<file path="config.mk">
export PLATFORM = sky130hd
export DESIGN_NAME = rsts_supervisor
export DESIGN_NICKNAME = d
export VERILOG_FILES = /design/src/rsts_supervisor.v
export VERILOG_INCLUDE_DIRS = /design/src
export SDC_FILE = /design/constraint.sdc
export NUM_CORES = 1
export LEC_CHECK = 0
export BUFFER_PORTS_ARGS = -buffer_cell sky130_fd_sc_hd__buf_2
export CAP_MARGIN = 30
export CELL_PAD_IN_SITES_DETAIL_PLACEMENT = 1
export CELL_PAD_IN_SITES_GLOBAL_PLACEMENT = 1
export CORE_ASPECT_RATIO = 1.4
export CORE_UTILIZATION = 33
export CTS_BUF_LIST = sky130_fd_sc_hd__clkbuf_4 sky130_fd_sc_hd__clkbuf_8 sky130_fd_sc_hd__clkbuf_16
export DETAILED_ROUTE_END_ITERATION = 10
export PLACE_DENSITY = 0.87
export SYNTH_ARGS = -nofsm -noshare
export SYNTH_HDL_FRONTEND = slang
export SYNTH_SLANG_ARGS = --single-unit
</file>
<file path="constraint.sdc">
create_clock -name ref_clk -period 2.4 [get_ports ref_clk]
set_clock_uncertainty 0.2 [all_clocks]
set_input_delay 0.36 -clock ref_clk [delete_from_list [all_inputs] [get_ports ref_clk]]
set_output_delay 0.36 -clock ref_clk [all_outputs]
set_load 0.02 [all_outputs]
</file>
<file path="src/rsts_regs.vh">
`ifndef RSTS_REGS_VH
`define RSTS_REGS_VH
// register byte offsets
`define RSTS_OFS_STATUS      4'h0
`define RSTS_OFS_CTRL        4'h4
`define RSTS_OFS_TRAP        4'h8
// control fields and reset value
`define RSTS_CTRL_RUN_BIT    0
`define RSTS_CTRL_QUERY_BIT  1
`define RSTS_CTRL_RST        1'b1
// status fields
`define RSTS_ST_WARN_LSB     0
`define RSTS_ST_FAIL_LSB     8
`define RSTS_ST_PROT_BIT     16
`define RSTS_ST_ALARM_BIT    17
`define RSTS_ST_HALT_BIT     18
// timing
`define RSTS_CLK_KHZ         20000
`define RSTS_TICK_MS         200
`define RSTS_RAM_MS          60000
`define RSTS_PULSE_MS        5000
`define RSTS_OSC_MS          1
// limits, millivolts and degrees C
`define RSTS_CHAN_OFS_MV     16'd30
`define RSTS_CONV_WARN_MV    16'd20
`define RSTS_CONV_FAIL_MV    16'd30
`define RSTS_REG_WARN_LO     16'd4650
`define RSTS_REG_WARN_HI     16'd5350
`define RSTS_REG_FAIL_LO     16'd4500
`define RSTS_REG_FAIL_HI     16'd5500
`define RSTS_BAT_WARN_LO     16'd2250
`define RSTS_BAT_WARN_HI     16'd5000
`define RSTS_BAT_FAIL_LO     16'd2100
`define RSTS_BAT_FAIL_HI     16'd6000
`define RSTS_TMP_WARN_LO     -8'sd40
`define RSTS_TMP_WARN_HI     8'sd85
`define RSTS_TMP_FAIL_LO     -8'sd50
`define RSTS_TMP_FAIL_HI     8'sd100
`define RSTS_MAIN_LO         16'd4650
`define RSTS_MAIN_HI         16'd5950
// display message codes
`define RSTS_MSG_NONE        4'h0
`define RSTS_MSG_SELFTEST    4'h1
`define RSTS_MSG_OSC_LOST    4'h2
`define RSTS_MSG_TRAP        4'h3
// serial flow control and query characters
`define RSTS_CHR_XON         8'h11
`define RSTS_CHR_XOFF        8'h13
`define RSTS_CHR_QUERY       8'h53
`endif

</file>
<file path="src/rsts_supervisor.v">
`timescale 1ns/1ps
`include "rsts_regs.vh"
module rsts_supervisor #(
	parameter [31:0] TICK_CYC  = `RSTS_TICK_MS * `RSTS_CLK_KHZ,
	parameter [31:0] RAM_CYC   = `RSTS_RAM_MS * `RSTS_CLK_KHZ,
	parameter [31:0] PULSE_CYC = `RSTS_PULSE_MS * `RSTS_CLK_KHZ,
	parameter [31:0] OSC_CYC   = `RSTS_OSC_MS * `RSTS_CLK_KHZ
) (
	input  wire        ref_clk,
	input  wire        srst,
	input  wire [3:0]  avs_address,
	input  wire        avs_read,
	input  wire        avs_write,
	input  wire [31:0] avs_writedata,
	input  wire [3:0]  avs_byteenable,
	output reg  [31:0] avs_readdata,
	output wire        avs_waitrequest,
	input  wire [95:0] chan_offset_mv,
	input  wire [15:0] conv_offset_mv,
	input  wire [15:0] reg_pos_mv,
	input  wire [15:0] reg_neg_mv,
	input  wire [15:0] battery_mv,
	input  wire [7:0]  temp_c,
	input  wire [15:0] main_rail_mv,
	input  wire        program_sum_ok,
	input  wire        working_settings_copy_ok,
	input  wire        stored_settings_ok,
	input  wire        osc_beat,
	input  wire        trap_stb,
	input  wire [7:0]  trap_num,
	output wire        ram_req,
	output wire        ram_we,
	output reg  [3:0]  ram_addr,
	output reg  [15:0] ram_wdata,
	input  wire [15:0] ram_rdata,
	input  wire        rx_valid,
	input  wire [7:0]  rx_byte,
	input  wire        status_button,
	output reg         report_stb,
	output reg  [15:0] report_word,
	output reg         tx_hold,
	output reg         disp_stb,
	output reg  [3:0]  disp_code,
	output reg  [7:0]  disp_arg,
	output reg         prot_enable,
	output reg         contacts_enable,
	output reg         en_lamp,
	output reg         alarm_coil,
	output reg         cpu_halt,
	output reg         cpu_reset
);
	localparam [3:0] S_IDLE = 4'b0001;
	localparam [3:0] S_WR   = 4'b0010;
	localparam [3:0] S_RD   = 4'b0100;
	localparam [3:0] S_CMP  = 4'b1000;

	reg  [31:0] tick_cnt_q;
	reg  [31:0] ram_cnt_q;
	reg  [31:0] pulse_cnt_q;
	reg  [31:0] osc_cnt_q;
	reg         tick_q;
	reg         ram_go_q;
	reg         run_q;
	reg         ack_q;
	reg  [7:0]  warn_q;
	reg  [7:0]  warn_prev_q;
	reg  [7:0]  fail_q;
	reg         hw_fail_q;
	reg  [7:0]  trap_q;
	reg         ram_bad_q;
	reg         pend_q;
	reg  [3:0]  st_q;
	reg  [3:0]  st_d;
	wire [5:0]  chan_hi;
	wire [7:0]  warn_now;
	wire [7:0]  fail_now;
	wire [7:0]  warn_new;
	wire [7:0]  fail_new;
	wire        rail_ok;
	wire        osc_dead;
	wire        query;
	wire        wr_ok;
	wire        rd_ok;
	wire        sel_ctrl;
	wire        temp_warn;
	wire        temp_fail;
	wire        ram_mis;
	wire        pulsed_ev;
	wire        latch_any;

	// per-channel offset comparators
	genvar gi;
	generate
		for (gi = 0; gi < 6; gi = gi + 1) begin : g_chan
			assign chan_hi[gi] = chan_offset_mv[16*gi +: 16] > `RSTS_CHAN_OFS_MV;
		end
	endgenerate

	function [15:0] pat;
		input [3:0] a;
		begin
			pat = {a, ~a, a, ~a};
		end
	endfunction

	assign temp_warn = ($signed(temp_c) < `RSTS_TMP_WARN_LO) || ($signed(temp_c) > `RSTS_TMP_WARN_HI);
	assign temp_fail = ($signed(temp_c) < `RSTS_TMP_FAIL_LO) || ($signed(temp_c) > `RSTS_TMP_FAIL_HI);

	// warnings: 0 chan ofs, 1 conv ofs, 2 reg rail, 3 battery warn, 4 battery fail, 5 temp
	assign warn_now[0] = |chan_hi;
	assign warn_now[1] = conv_offset_mv > `RSTS_CONV_WARN_MV;
	assign warn_now[2] = (reg_pos_mv < `RSTS_REG_WARN_LO) || (reg_pos_mv > `RSTS_REG_WARN_HI) ||
		(reg_neg_mv < `RSTS_REG_WARN_LO) || (reg_neg_mv > `RSTS_REG_WARN_HI);
	assign warn_now[3] = (battery_mv < `RSTS_BAT_WARN_LO) || (battery_mv > `RSTS_BAT_WARN_HI);
	assign warn_now[4] = (battery_mv < `RSTS_BAT_FAIL_LO) || (battery_mv > `RSTS_BAT_FAIL_HI);
	assign warn_now[5] = temp_warn;
	assign warn_now[7:6] = 2'b00;

	// failures: 0 conv ofs, 1 reg rail, 2 temp, 3 ram, 4 program, 5 working, 6 stored
	assign fail_now[0] = conv_offset_mv > `RSTS_CONV_FAIL_MV;
	assign fail_now[1] = (reg_pos_mv < `RSTS_REG_FAIL_LO) || (reg_pos_mv > `RSTS_REG_FAIL_HI) ||
		(reg_neg_mv < `RSTS_REG_FAIL_LO) || (reg_neg_mv > `RSTS_REG_FAIL_HI);
	assign fail_now[2] = temp_fail;
	assign fail_now[3] = ram_bad_q;
	assign fail_now[4] = ~program_sum_ok;
	assign fail_now[5] = ~working_settings_copy_ok;
	assign fail_now[6] = ~stored_settings_ok;
	assign fail_now[7] = 1'b0;

	// periodic tests take effect only on the 0.2 s tick
	assign warn_new = (tick_q && run_q) ? (warn_now & ~warn_prev_q) : 8'h00;
	assign fail_new = (tick_q && run_q) ? (fail_now & ~fail_q) : 8'h00;
	// pulsed alarm from warnings 0 to 4, including both battery outcomes, not from temp
	assign pulsed_ev = |(warn_new & 8'h1f);
	assign latch_any = (|fail_q) || hw_fail_q;

	assign rail_ok  = (main_rail_mv >= `RSTS_MAIN_LO) && (main_rail_mv <= `RSTS_MAIN_HI);
	assign osc_dead = (osc_cnt_q >= OSC_CYC);
	assign ram_mis  = st_q[3] && (ram_rdata != pat(ram_addr));
	assign query    = status_button || (rx_valid && rx_byte == `RSTS_CHR_QUERY) ||
		(wr_ok && sel_ctrl && avs_byteenable[0] && avs_writedata[`RSTS_CTRL_QUERY_BIT]);

	// avalon slave: one wait cycle, answer at the second edge
	assign avs_waitrequest = (avs_read || avs_write) && !ack_q;
	assign wr_ok    = avs_write && ack_q;
	assign rd_ok    = avs_read && !ack_q;
	assign sel_ctrl = avs_address[3:2] == `RSTS_OFS_CTRL >> 2;
	assign ram_req  = st_q[1] || st_q[2];
	assign ram_we   = st_q[1];

	always @(posedge ref_clk) begin
		if (srst) begin
			ack_q        <= 1'b0;
			avs_readdata <= 32'h0000_0000;
			run_q        <= `RSTS_CTRL_RST;
		end else begin
			ack_q <= (avs_read || avs_write) && !ack_q;
			if (wr_ok && sel_ctrl && avs_byteenable[0])
				run_q <= avs_writedata[`RSTS_CTRL_RUN_BIT];
			if (rd_ok) begin
				case (avs_address[3:2])
				`RSTS_OFS_STATUS >> 2: avs_readdata <= {13'h0000, cpu_halt, ~alarm_coil,
					prot_enable, fail_q, warn_q};
				`RSTS_OFS_CTRL >> 2: avs_readdata <= {31'h0000_0000, run_q};
				`RSTS_OFS_TRAP >> 2: avs_readdata <= {24'h00_0000, trap_q};
				default: avs_readdata <= 32'h0000_0000;
				endcase
			end
		end
	end

	// dividers for the periodic tests, oscillator watchdog
	always @(posedge ref_clk) begin
		if (srst) begin
			tick_cnt_q <= 32'h0000_0000;
			ram_cnt_q  <= 32'h0000_0000;
			osc_cnt_q  <= 32'h0000_0000;
			tick_q     <= 1'b0;
			ram_go_q   <= 1'b0;
		end else begin
			tick_q   <= tick_cnt_q == TICK_CYC - 32'h1;
			ram_go_q <= ram_cnt_q == RAM_CYC - 32'h1;
			tick_cnt_q <= (tick_cnt_q == TICK_CYC - 32'h1) ? 32'h0000_0000 : tick_cnt_q + 32'h1;
			ram_cnt_q  <= (ram_cnt_q == RAM_CYC - 32'h1) ? 32'h0000_0000 : ram_cnt_q + 32'h1;
			if (osc_beat)
				osc_cnt_q <= 32'h0000_0000;
			else if (!osc_dead)
				osc_cnt_q <= osc_cnt_q + 32'h1;
		end
	end

	// ram write/read-back walk over sixteen words
	always @* begin
		st_d = st_q;
		case (st_q)
		S_IDLE: if (ram_go_q && run_q) st_d = S_WR;
		S_WR: if (ram_addr == 4'hf) st_d = S_RD;
		S_RD: st_d = S_CMP;
		S_CMP: st_d = (ram_addr == 4'hf) ? S_IDLE : S_RD;
		default: st_d = S_IDLE;
		endcase
	end

	always @(posedge ref_clk) begin
		if (srst) begin
			st_q      <= S_IDLE;
			ram_addr  <= 4'h0;
			ram_wdata <= 16'h0000;
			ram_bad_q <= 1'b0;
		end else begin
			st_q <= st_d;
			case (st_q)
			S_IDLE: begin
				ram_addr  <= 4'h0;
				ram_wdata <= pat(4'h0);
			end
			S_WR: begin
				ram_addr  <= ram_addr + 4'h1;
				ram_wdata <= pat(ram_addr + 4'h1);
			end
			S_CMP: ram_addr <= ram_addr + 4'h1;
			default: ram_addr <= ram_addr;
			endcase
			if (ram_mis)
				ram_bad_q <= 1'b1;
		end
	end

	// self-test state, alarm and protection outputs
	always @(posedge ref_clk) begin
		if (srst) begin
			warn_q          <= 8'h00;
			warn_prev_q     <= 8'h00;
			fail_q          <= 8'h00;
			hw_fail_q       <= 1'b0;
			trap_q          <= 8'h00;
			pulse_cnt_q     <= 32'h0000_0000;
			prot_enable     <= 1'b1;
			contacts_enable <= 1'b1;
			en_lamp         <= 1'b1;
			alarm_coil      <= 1'b1;
			cpu_halt        <= 1'b0;
			cpu_reset       <= 1'b0;
			disp_stb        <= 1'b0;
			disp_code       <= `RSTS_MSG_NONE;
			disp_arg        <= 8'h00;
		end else begin
			disp_stb <= 1'b0;
			if (tick_q && run_q) begin
				warn_q      <= warn_now;
				warn_prev_q <= warn_now;
			end
			fail_q <= fail_q | fail_new;
			if (|fail_new) begin
				disp_stb  <= 1'b1;
				disp_code <= `RSTS_MSG_SELFTEST;
			end
			if (osc_dead && !hw_fail_q) begin
				hw_fail_q <= 1'b1;
				cpu_halt  <= 1'b1;
				disp_stb  <= 1'b1;
				disp_code <= `RSTS_MSG_OSC_LOST;
			end else if (trap_stb && !hw_fail_q) begin
				hw_fail_q <= 1'b1;
				cpu_halt  <= 1'b1;
				trap_q    <= trap_num;
				disp_stb  <= 1'b1;
				disp_code <= `RSTS_MSG_TRAP;
				disp_arg  <= trap_num;
			end
			if (!rail_ok) begin
				hw_fail_q <= 1'b1;
				cpu_reset <= 1'b1;
				cpu_halt  <= 1'b1;
			end
			if (pulsed_ev)
				pulse_cnt_q <= PULSE_CYC;
			else if (pulse_cnt_q != 32'h0000_0000)
				pulse_cnt_q <= pulse_cnt_q - 32'h1;
			prot_enable     <= !(latch_any || (|fail_new));
			contacts_enable <= !(latch_any || (|fail_new));
			en_lamp         <= !(latch_any || (|fail_new));
			alarm_coil      <= !(latch_any || (|fail_new) || pulsed_ev ||
				(pulse_cnt_q > 32'h1));
		end
	end

	// serial status report with xon/xoff flow control
	always @(posedge ref_clk) begin
		if (srst) begin
			tx_hold     <= 1'b0;
			pend_q      <= 1'b0;
			report_stb  <= 1'b0;
			report_word <= 16'h0000;
		end else begin
			if (rx_valid && rx_byte == `RSTS_CHR_XOFF)
				tx_hold <= 1'b1;
			else if (rx_valid && rx_byte == `RSTS_CHR_XON)
				tx_hold <= 1'b0;
			report_stb <= 1'b0;
			if ((|warn_new) || (|fail_new) || query)
				pend_q <= 1'b1;
			else if (report_stb)
				pend_q <= 1'b0;
			if (pend_q && !tx_hold && !report_stb && !(rx_valid && rx_byte == `RSTS_CHR_XOFF)) begin
				report_stb  <= 1'b1;
				report_word <= {fail_q, warn_q};
			end
		end
	end
endmodule

</file>
==> metrics.cfg, run 1 <==
[outcome]
status = finished, violations left
violations = setup timing

[power]
peakVddDrop_uv = 606
p_per_area_mw_per_mm2 = 859
leakage_nw = 5.81

[logic_synthesis]
synth_top_flop_cell = dfxtp_1
ys_types = 75
ys_async_sr_fraction = 0
ys_seq_elements = 211
synthesis.area_mm2 = 0.0101
netlist_instances = 1179
synth_warnings = 0
synth_edf_count = 0
syn_area_per_cell_um2 = 8.56
seq_area_frac_synth = 0.418

[worst_setup_path]
worst_setup_path_end_kind = flip-flop
rr_worst_depth = 8
reg2reg_to = pulse_cnt_q[9]
cp_max_fo = 4
path_class = flip-flop to flip-flop
worstReg2RegStart = pulse_cnt_q[29]
r2r_slack_ns = -0.21
crit_arrival_ns = 2.79
required_ns = 2.58
startpoint_type = flip-flop

[die]
die_x_um = 150
die_h_um = 209
boundaryPins = 359
core-area_mm2 = 0.0300
std_cell_rows = 75
start_util = 0.336
die_area_mm2 = 0.0313

[timing]
worst_slack_ns = -0.206
min_period_over_period = 1.09
fmax_ghz = 0.384
slew_headroom = 0.475
tightest_slew_ns = 0.785
tns_ns = -1.84
fin_crit_ns = 2.61
rsz0062_at_grt = true
finalMaxSlewViolations = 0
setup_violations = 14
hold_violations = 0
fin_hold_ws_ns = 0.0447

[global_route]
grt_overflow_total = 0
grt_first_pass_wirelength_mm = 54.7
grt_use_total = 0.216
grt_max_degree = 68
antenna_found_initial = 0
grt_pass1_vias = 11168

[flow_run]
cap_violations = 0

[clocking]
clk_pin_slew_ns = 0.06
cts_tree = done
numCtsBuffers = 21
clkSinkCount = 211
ctsLongestPathBuffers = 3
cts-root-buf = clkbuf_16
insertion_delay_ns = 0.50
cts_max_level = 1

[placed_design]
pre_cts_slack_ns = -0.466
portBuffers = 304
routabilityCongestion = 0.874
dp.cells = 1917
dp_hpwl_mm = 26.0

[route]
drt-vias-per-instance = 5.28
post_drt_wl_per_cell_um = 17.6
top_layer_used = met4
antenna_left = 0
via_count = 10429
wl_met2_mm = 18.4
wl_met3_mm = 1.86
drt_first_pass_iters = 5
wl_met1_mm = 13.1
drc = 0
drt_wl_total_mm = 34.7
dr.first_iter.drc_count = 522

[finish]
drive_gt1_frac = 0.312
fin_nets = 1850
layout.cells.non_filler = 1974
n_fill_cell = 3675
antenna_cells = 0
area_growth_pct = 34.9

[hold_path]
worstHoldStart = trap_stb
hold_class = input port to flip-flop
min_to = disp_code[0]
min_path_cells = 3

## what timing repair did
item,CTS,global route
hold buffers,15,0
endpoints found under the hold margin,14,0
pin swaps,8,9
setup endpoints to repair,20,31
gates resized for setup,2,12
buffers inserted,4,2
## Yosys cell counts, types with 3 or more instances
library cell	n	area, um2
xor2_1	66	578
nor4b_1	8	70.1
o21a_1	8	60.1
nand2_1	61	229
dfxtp_1	211	4220
and2_1	30	188
or2_2	7	43.8
xnor2_1	31	272
mux2_2	6	67.6
nor2_1	207	777
ha_1	7	87.6
a211oi_1	5	37.5
inv_1	18	67.6
nand3b_1	4	30.0
and4_1	7	61.3
or4_1	3	22.5
nor3_1	51	255
mux2i_1	27	270
nor4bb_1	4	40.0
a22oi_1	22	165
o31ai_1	3	22.5
a21oi_1	37	185
nor4_1	42	263
nand3_1	48	240
buf_4	29	218
nand4_1	36	225
clkbuf_1	37	139
nand2b_1	6	37.5
or3_1	12	75.1
and3b_1	6	52.6
o22ai_1	3	18.8
a311oi_1	5	43.8
a31oi_1	17	106
nor3b_1	9	67.6
o21ai_0	25	125
nand4b_1	3	26.3
and3_1	23	144
o211ai_1	5	37.5
## state kept, by name (all words and copies together) (netlist names), 2 cells and up
name,flops
osc_cnt_q,32
pulse_cnt_q,32
ram_cnt_q,32
tick_cnt_q,32
avs_readdata,18
report_word,13
ram_wdata,8
trap_q,8
fail_q,7
warn_prev_q,6
ram_addr,4
st_q,4
disp_code,2
## stage by stage
| step | power (mW) | cell area, um2 | utilization |
|---|---|---|---|
| final | 11.7 | 13600 | 0.453 |
| after global routing | 12.2 | 13600 | 0.453 |
| after floorplan | 6.32 | 10200 | - |
| after CTS | 11.4 | 13500 | 0.451 |
| after global placement | 7.64 | 12700 | 0.422 |
| after detailed placement | 7.84 | 12700 | 0.422 |
## kinds of logic after synthesis
logic type	share of synthesized area
and+or+nand+nor	0.299
xor gates and xnor gates	0.0842
AOI/OAI and AO/OA	0.112
other	0.000372
muxes	0.0335
DFF	0.418
adders and majority gates	0.00868
buffers and inverters	0.0438
## power by group
| group | leakage (nW) | internal, mW | switching, mW | total (mW) |
|---|---|---|---|---|
| logic | 3.76 | 1.97 | 2.42 | 4.39 |
| registers | 1.71 | 3.77 | 0.274 | 4.05 |
| clock network | 0.339 | 1.87 | 1.38 | 3.26 |
| total | 5.81 | 7.62 | 4.08 | 11.7 |
## cells in the final DEF (no fill, tap or decap), types with 21 or more instances in the layout
cell and n:
and3_1 23, nand4_1 36, a22oi_1 21, nor3_1 45, buf_4 102, buf_2 303
xor2_1 66, nor2_1 206, nor4_1 42, and2_1 30, mux2i_1 27, nand2_1 61
clkbuf_16 21, nand3_1 47, xnor2_1 31, dfxtp_1 210, o21ai_0 25, a21oi_1 37
## worst max path at each step
stage	endpoint	from	slack [ns]
2_1_floorplan	pulse_cnt_q[21]	pulse_cnt_q[29]	-0.06
3_3_place_gp	pulse_cnt_q[19]	battery_mv[2]	-0.35
3_5_place_dp	pulse_cnt_q[12]	battery_mv[2]	-0.47
4_1_cts	pulse_cnt_q[27]	pulse_cnt_q[29]	-0.15
5_1_grt	pulse_cnt_q[27]	pulse_cnt_q[29]	-0.29
6_report	pulse_cnt_q[9]	pulse_cnt_q[29]	-0.21
## layout make-up
cell class	count	area (um2)	share of cell area
Tap cell	385	482	0.0354
Timing Repair Buffer	426	2550	0.187
Inverter	18	67.6	0.00496
Clock inverter	8	71.3	0.00524
Sequential cell	211	4230	0.310
Multi-Input combinational cell	898	5620	0.412
Clock buffer	28	603	0.0443
## metal layers
| metal | global-route usage | vias up |
|---|---|---|
| met5 | 0 | - |
| met4 | 0.0874 | 0 |
| met3 | 0.0314 | 83 |
| met2 | 0.419 | 344 |
| met1 | 0.227 | 5043 |
| li1 | - | 4959 |
## critical path: stages (launching register included)
cell	delay [ns]
dfxtp_2	0.32
or4_4	0.54
or4_4	0.45
buf_4	0.16
o41ai_4	0.24
buf_4	0.20
nor3_1	0.07
xnor2_1	0.23
nor3_1	0.08
(Power assumes the default switching activity.)
==> inputs of run 2 (changes only) <==
MAX_ROUTING_LAYER = met4   (was not set)
TNS_END_PERCENT = 100   (was not set)
==> run 2 against run 1 <==
  * The run still ends with setup timing left
  * Final area increased by 2.2%
  * Worst hold slack got worse by 0.0058 ns
  * Largest cell class unchanged
  * Die area unchanged
  * Core utilization increased by 1.0 points
  * Sequential power about the same
  * Critical endpoint is now pulse_cnt_q[21]
==> metrics.cfg, run 2 (synthesis gave the netlist of run 1 again) <==
[worst_setup_path]
path_class = flip-flop to flip-flop
crit_top_cell = or4_4
crit_arrival_ns = 2.84
worst_setup_path_end_kind = flip-flop
cp_slowest_cell = or4_4
required_ns = 2.59
cp_cell_sequence = or4_4, or4_4, o41a_1, nand4b_1, xor2_1, a31oi_1
cp_max_fo = 7
cpPeakStageDelay_ns = 0.54
startpoint_type = flip-flop

[finish]
fin_nets = 1856
final_cell_mix = buf_2, dfxtp_1, nor2_1
layout.cells.non_filler = 1983
area_growth_pct = 37.9
antenna_cells = 0
n_fill_cell = 3633
drive_gt1_frac = 0.321
mostFrequentLayoutCell = buf_2

[global_route]
grt_max_degree = 62
grt_overflow_total = 0
antenna_found_initial = 0
grt_pass1_vias = 11312
grt_use_total = 0.226
grt_first_pass_wirelength_mm = 55.3

[power]
leakage_nw = 5.93
p_per_area_mw_per_mm2 = 924
peakVddDrop_uv = 638

[clocking]
clk_pin_slew_ns = 0.07
ctsLongestPathBuffers = 3
insertion_delay_ns = 0.51
numCtsBuffers = 22
cts-root-buf = clkbuf_16
clkSinkCount = 211
cts_max_level = 1
cts_tree = done

[timing]
finalMaxSlewViolations = 0
setup_violations = 25
rsz0062_at_grt = true
fin_crit_ns = 2.66
min_period_over_period = 1.11
tightest_slew_ns = 0.626
hold_violations = 0
worst_slack_ns = -0.256
slew_headroom = 0.579
fmax_ghz = 0.376

[route]
drc = 0
drt-vias-per-instance = 5.27
drt_wl_total_mm = 35.5
drt_first_pass_iters = 4
dr.first_iter.drc_count = 391
antenna_left = 0
post_drt_wl_per_cell_um = 17.9
via_count = 10455

[placed_design]
routabilityCongestion = 0.867
pre_cts_slack_ns = -0.393
dp.cells = 1919
dp_hpwl_mm = 25.9
portBuffers = 304

[outcome]
status = finished, violations left
violations = setup timing

[die]
die_x_um = 150
die_area_mm2 = 0.0313
start_util = 0.336
std_cell_rows = 75
die_h_um = 209
core-area_mm2 = 0.0300
boundaryPins = 359

[flow_run]
cap_violations = 0

[hold_path]
hold_class = input port to flip-flop

## run 2: cell types whose count changed in the layout (fill, tap and decap cells not counted), moves of 3 or more
cell / before / now
buf_6: 0 / 6
nor4_2: 0 / 4
buf_4: 102 / 98
bufinv_16: 1 / 4
nor4_1: 42 / 37
## run 2: per-layer routing
layer / GRT usage / routed length [um] / part of all wire
met5: - / 0 / 0
met4: 0.0857 / 1320 / 0.037
met3: 0.0321 / 1890 / 0.053
met2: 0.426 / 18800 / 0.53
met1: 0.230 / 13400 / 0.38
## run 2: worst max-delay path, delay by kind of cell, from the launching register on
family           cells  cell delay, ns
AO/OA/AOI/OAI        2            0.65
XOR/XNOR             1            0.17
flip-flops           1            0.33
AND/OR/NAND/NOR      3            1.18
## run 2: what timing repair did
| action | in CTS | in global routing |
|---|---|---|
| buffers inserted | 2 | 6 |
| hold endpoints to repair | 16 | 0 |
| hold buffers | 17 | 0 |
| resized for setup | 8 | 28 |
| endpoints found under the setup margin | 22 | 29 |
| gates cloned | 0 | 0 |
| pin swaps | 15 | 21 |
## run 2: final timing paths
path | from | to | slack (ns) | cells past startpoint
worst max-delay path | pulse_cnt_q[29] | pulse_cnt_q[21] | -0.26 | 6
worst min-delay path | main_rail_mv[14] | cpu_reset | 0.04 | 5
worst max register to register | pulse_cnt_q[29] | pulse_cnt_q[21] | -0.26 | 6
worst min register to register | cpu_reset | cpu_reset | 0.26 | 2
## run 2: area by class of cell
| cell class | instances | area (um2) | area share |
|---|---|---|---|
| multi-input cells | 898 | 5700 | 0.410 |
| flip-flops and latches | 211 | 4230 | 0.304 |
| repair buffers | 431 | 2630 | 0.189 |
| clock buffers | 30 | 642 | 0.0461 |
| well taps | 385 | 482 | 0.0346 |
| clock inverters | 10 | 169 | 0.0121 |
| inverters | 18 | 67.6 | 0.00485 |
## run 2: power breakdown
group / internal (mW) / switching [mW]
clock: 2.32 / 1.48
combinational: 2.28 / 2.73
sequential: 3.78 / 0.278
total: 8.37 / 4.48
## run 2: stage by stage
stage                     area, um2  TNS (ns)  total power, mW  hold slack (ns)   util
final                         13900     -3.63             12.9           0.0389  0.464
after CTS                     13700     -1.64             12.1           0.0515  0.458
after global placement        12700     -9.40             7.79            0.233  0.423
after detailed placement      12700    -10.32             7.98            0.248  0.423
after global routing          13900     -5.32             13.3           0.0815  0.464
after floorplan               10200    -0.398             6.32            0.221      -
==> inputs of run 3 (changes only) <==
CORE_UTILIZATION = 34   (was 33)
CTS_BUF_LIST = sky130_fd_sc_hd__clkbuf_4 sky130_fd_sc_hd__clkbuf_8   (was sky130_fd_sc_hd__clkbuf_4 sky130_fd_sc_hd__clkbuf_8 sky130_fd_sc_hd__clkbuf_16)
PLACE_DENSITY = 0.89   (was 0.87)
==> run 3 against run 2 <==
  * The run still ends with setup timing left
  * Combinational power is 3% lower
  * Clock power is 9.2% lower
  * Routed wire length is 7.6% higher
  * Maximum frequency is 1.2% lower
  * Global-route usage is 2.2 points higher
  * Final area is 1.1% lower
  * Sequential power hardly changed
  * Via count is 3.3% higher
  * Register-to-register slack worse by 0.03 ns
  * Sequential share of layout area is 0.34 points higher
  * Core utilization is 0.84 points higher
  * Highest routed layer unchanged
  * Largest cell class unchanged
==> metrics.cfg, run 3 (synthesis gave the netlist of run 1 again) <==
[finish]
seq_area_mm2 = 0.00423
n_fill_cell = 3547
multi_input_area_mm2 = 0.00574
mostFrequentLayoutCell = buf_2
drive_gt1_frac = 0.332
fin_nets = 1862
final_cell_mix = buf_2, dfxtp_1, nor2_1
layout.cells.non_filler = 1992
area_growth_pct = 36.4

[hold_path]
hold_class = input port to flip-flop
min_path_cells = 5

[power]
leakage_nw = 5.88
p_per_area_mw_per_mm2 = 898
peakVddDrop_uv = 640
finalPower_mw = 12.4

[placed_design]
portBuffers = 304
routabilityCongestion = 0.936
dp_hpwl_mm = 27.3
pre_cts_slack_ns = -0.407
dp.cells = 1909

[route]
post_drt_wl_per_cell_um = 19.1
via_count = 10801
antenna_left = 0
dr.first_iter.drc_count = 433
drc = 0
drt-vias-per-instance = 5.42
drt_wl_total_mm = 38.1
drt_first_pass_iters = 7

[timing]
min_period_over_period = 1.12
setup_violations = 21
fmax_ghz = 0.372
finalMaxSlewViolations = 0
slew_headroom = 0.499
hold_violations = 0
rsz0062_at_grt = true
worst_slack_ns = -0.288
fin_crit_ns = 2.69
tightest_slew_ns = 0.748

[worst_setup_path]
reg2reg_to = pulse_cnt_q[25]
cp_cell_sequence = or4_4, or4_4, o41a_1, buf_4, nand4b_1, a32oi_2, nor3_1
path_class = flip-flop to flip-flop
crit_buf_inv = 1
crit_arrival_ns = 2.93
startpoint_type = flip-flop
r2r_slack_ns = -0.29
cp_num_cells = 7
worstReg2RegStart = pulse_cnt_q[29]
crit_end = pulse_cnt_q[25]
worst_setup_path_end_kind = flip-flop
startpoint = pulse_cnt_q[29]
path_delay_family = simple AND/OR/NAND/NOR gates
cpPeakStageDelay_ns = 0.56
rr_worst_depth = 7
cp_slowest_cell = or4_4
crit_top_cell = or4_4
required_ns = 2.64
cp_max_fo = 5

[die]
boundaryPins = 359
die_x_um = 148
die_h_um = 206
std_cell_rows = 74
die_area_mm2 = 0.0304
start_util = 0.346
core-area_mm2 = 0.0292

[global_route]
met3_usage = 0.0362
grt_use_total = 0.248
antenna_found_initial = 2
grt_first_pass_wirelength_mm = 58.2
grt_overflow_total = 0
grt_max_degree = 38
grt_most_used_layer = met2
grt_use_met2 = 0.462
met1_usage = 0.257
grt_pass1_vias = 11347

[clocking]
ctsLongestPathBuffers = 3
cts-root-buf = clkbuf_8
clkSinkCount = 211
insertion_delay_ns = 0.55
clk_pin_slew_ns = 0.07
numCtsBuffers = 35
cts_max_level = 2
cts_tree = done

[outcome]
violations = setup timing
status = finished, violations left

[flow_run]
cap_violations = 0

-- run 3: cell types whose count changed in the layout (fill, tap and decap cells not counted), sizes merged --
cell / delta
bufinv: -2
buf: -5
clkinv: -2
clkbuf: +23
dlygate4sd3: -2
clkinvlp: +1
inv: -1
diode: +2
-- run 3: through the flow --
stage          TNS, ns  utilization  cell area (um2)  hold WS, ns
5_1_grt          -4.80        0.472            13800      0.00347
2_1_floorplan   -0.398            -            10200        0.221
3_3_place_gp     -9.12        0.433            12600        0.236
4_1_cts          -1.72        0.467            13600     0.000147
6_report         -3.61        0.472            13800       0.0129
3_5_place_dp    -11.22        0.433            12600        0.251
-- run 3: final cells by class --
cell class	count	share of cell area
tap	380	0.0345
timing repair buffer	424	0.182
antenna	2	0.000364
multi-input combinational	898	0.417
inverter	18	0.00491
clock inverter	6	0.00627
clock buffer	53	0.0480
sequential	211	0.307
-- run 3: timing repair --
item	4_1_cts	5_1_grt
endpoints found under the setup margin	25	45
hold buffers	15	0
gates cloned	0	0
pin swaps	15	24
resized for setup	13	25
setup buffers	4	4
hold endpoints to repair	14	0
-- run 3: how the worst min path moves through the flow --
stage / slack [ns] / from / end
2_1_floorplan: 0.22 / osc_cnt_q[30] / osc_cnt_q[30]
3_3_place_gp: 0.24 / osc_cnt_q[29] / osc_cnt_q[29]
3_5_place_dp: 0.25 / osc_cnt_q[29] / osc_cnt_q[29]
4_1_cts: 0.0001 / temp_c[7] / warn_prev_q[5]
5_1_grt: 0.003 / trap_stb / disp_code[0]
6_report: 0.01 / main_rail_mv[11] / cpu_reset
-- run 3: layer usage --
layer,vias to the layer above,routed length (um)
li1,5010,-
met1,5255,14300
met2,409,20100
met3,127,2020
met4,0,1680
met5,-,0
-- run 3: where the power goes --
group          switching (mW)  total (mW)  leakage, nW  internal [mW]
clock network            1.48        3.45        0.393           1.97
logic                    2.70        4.84         3.77           2.14
registers               0.301        4.08         1.71           3.78
-- run 3: tightest hold or removal path, delay by kind of cell --
family | cells | cell delay, ns
and+or+nand+nor | 3 | 0.17
buffers and inverters | 1 | 0.07
AOI/OAI and AO/OA | 1 | 0.12
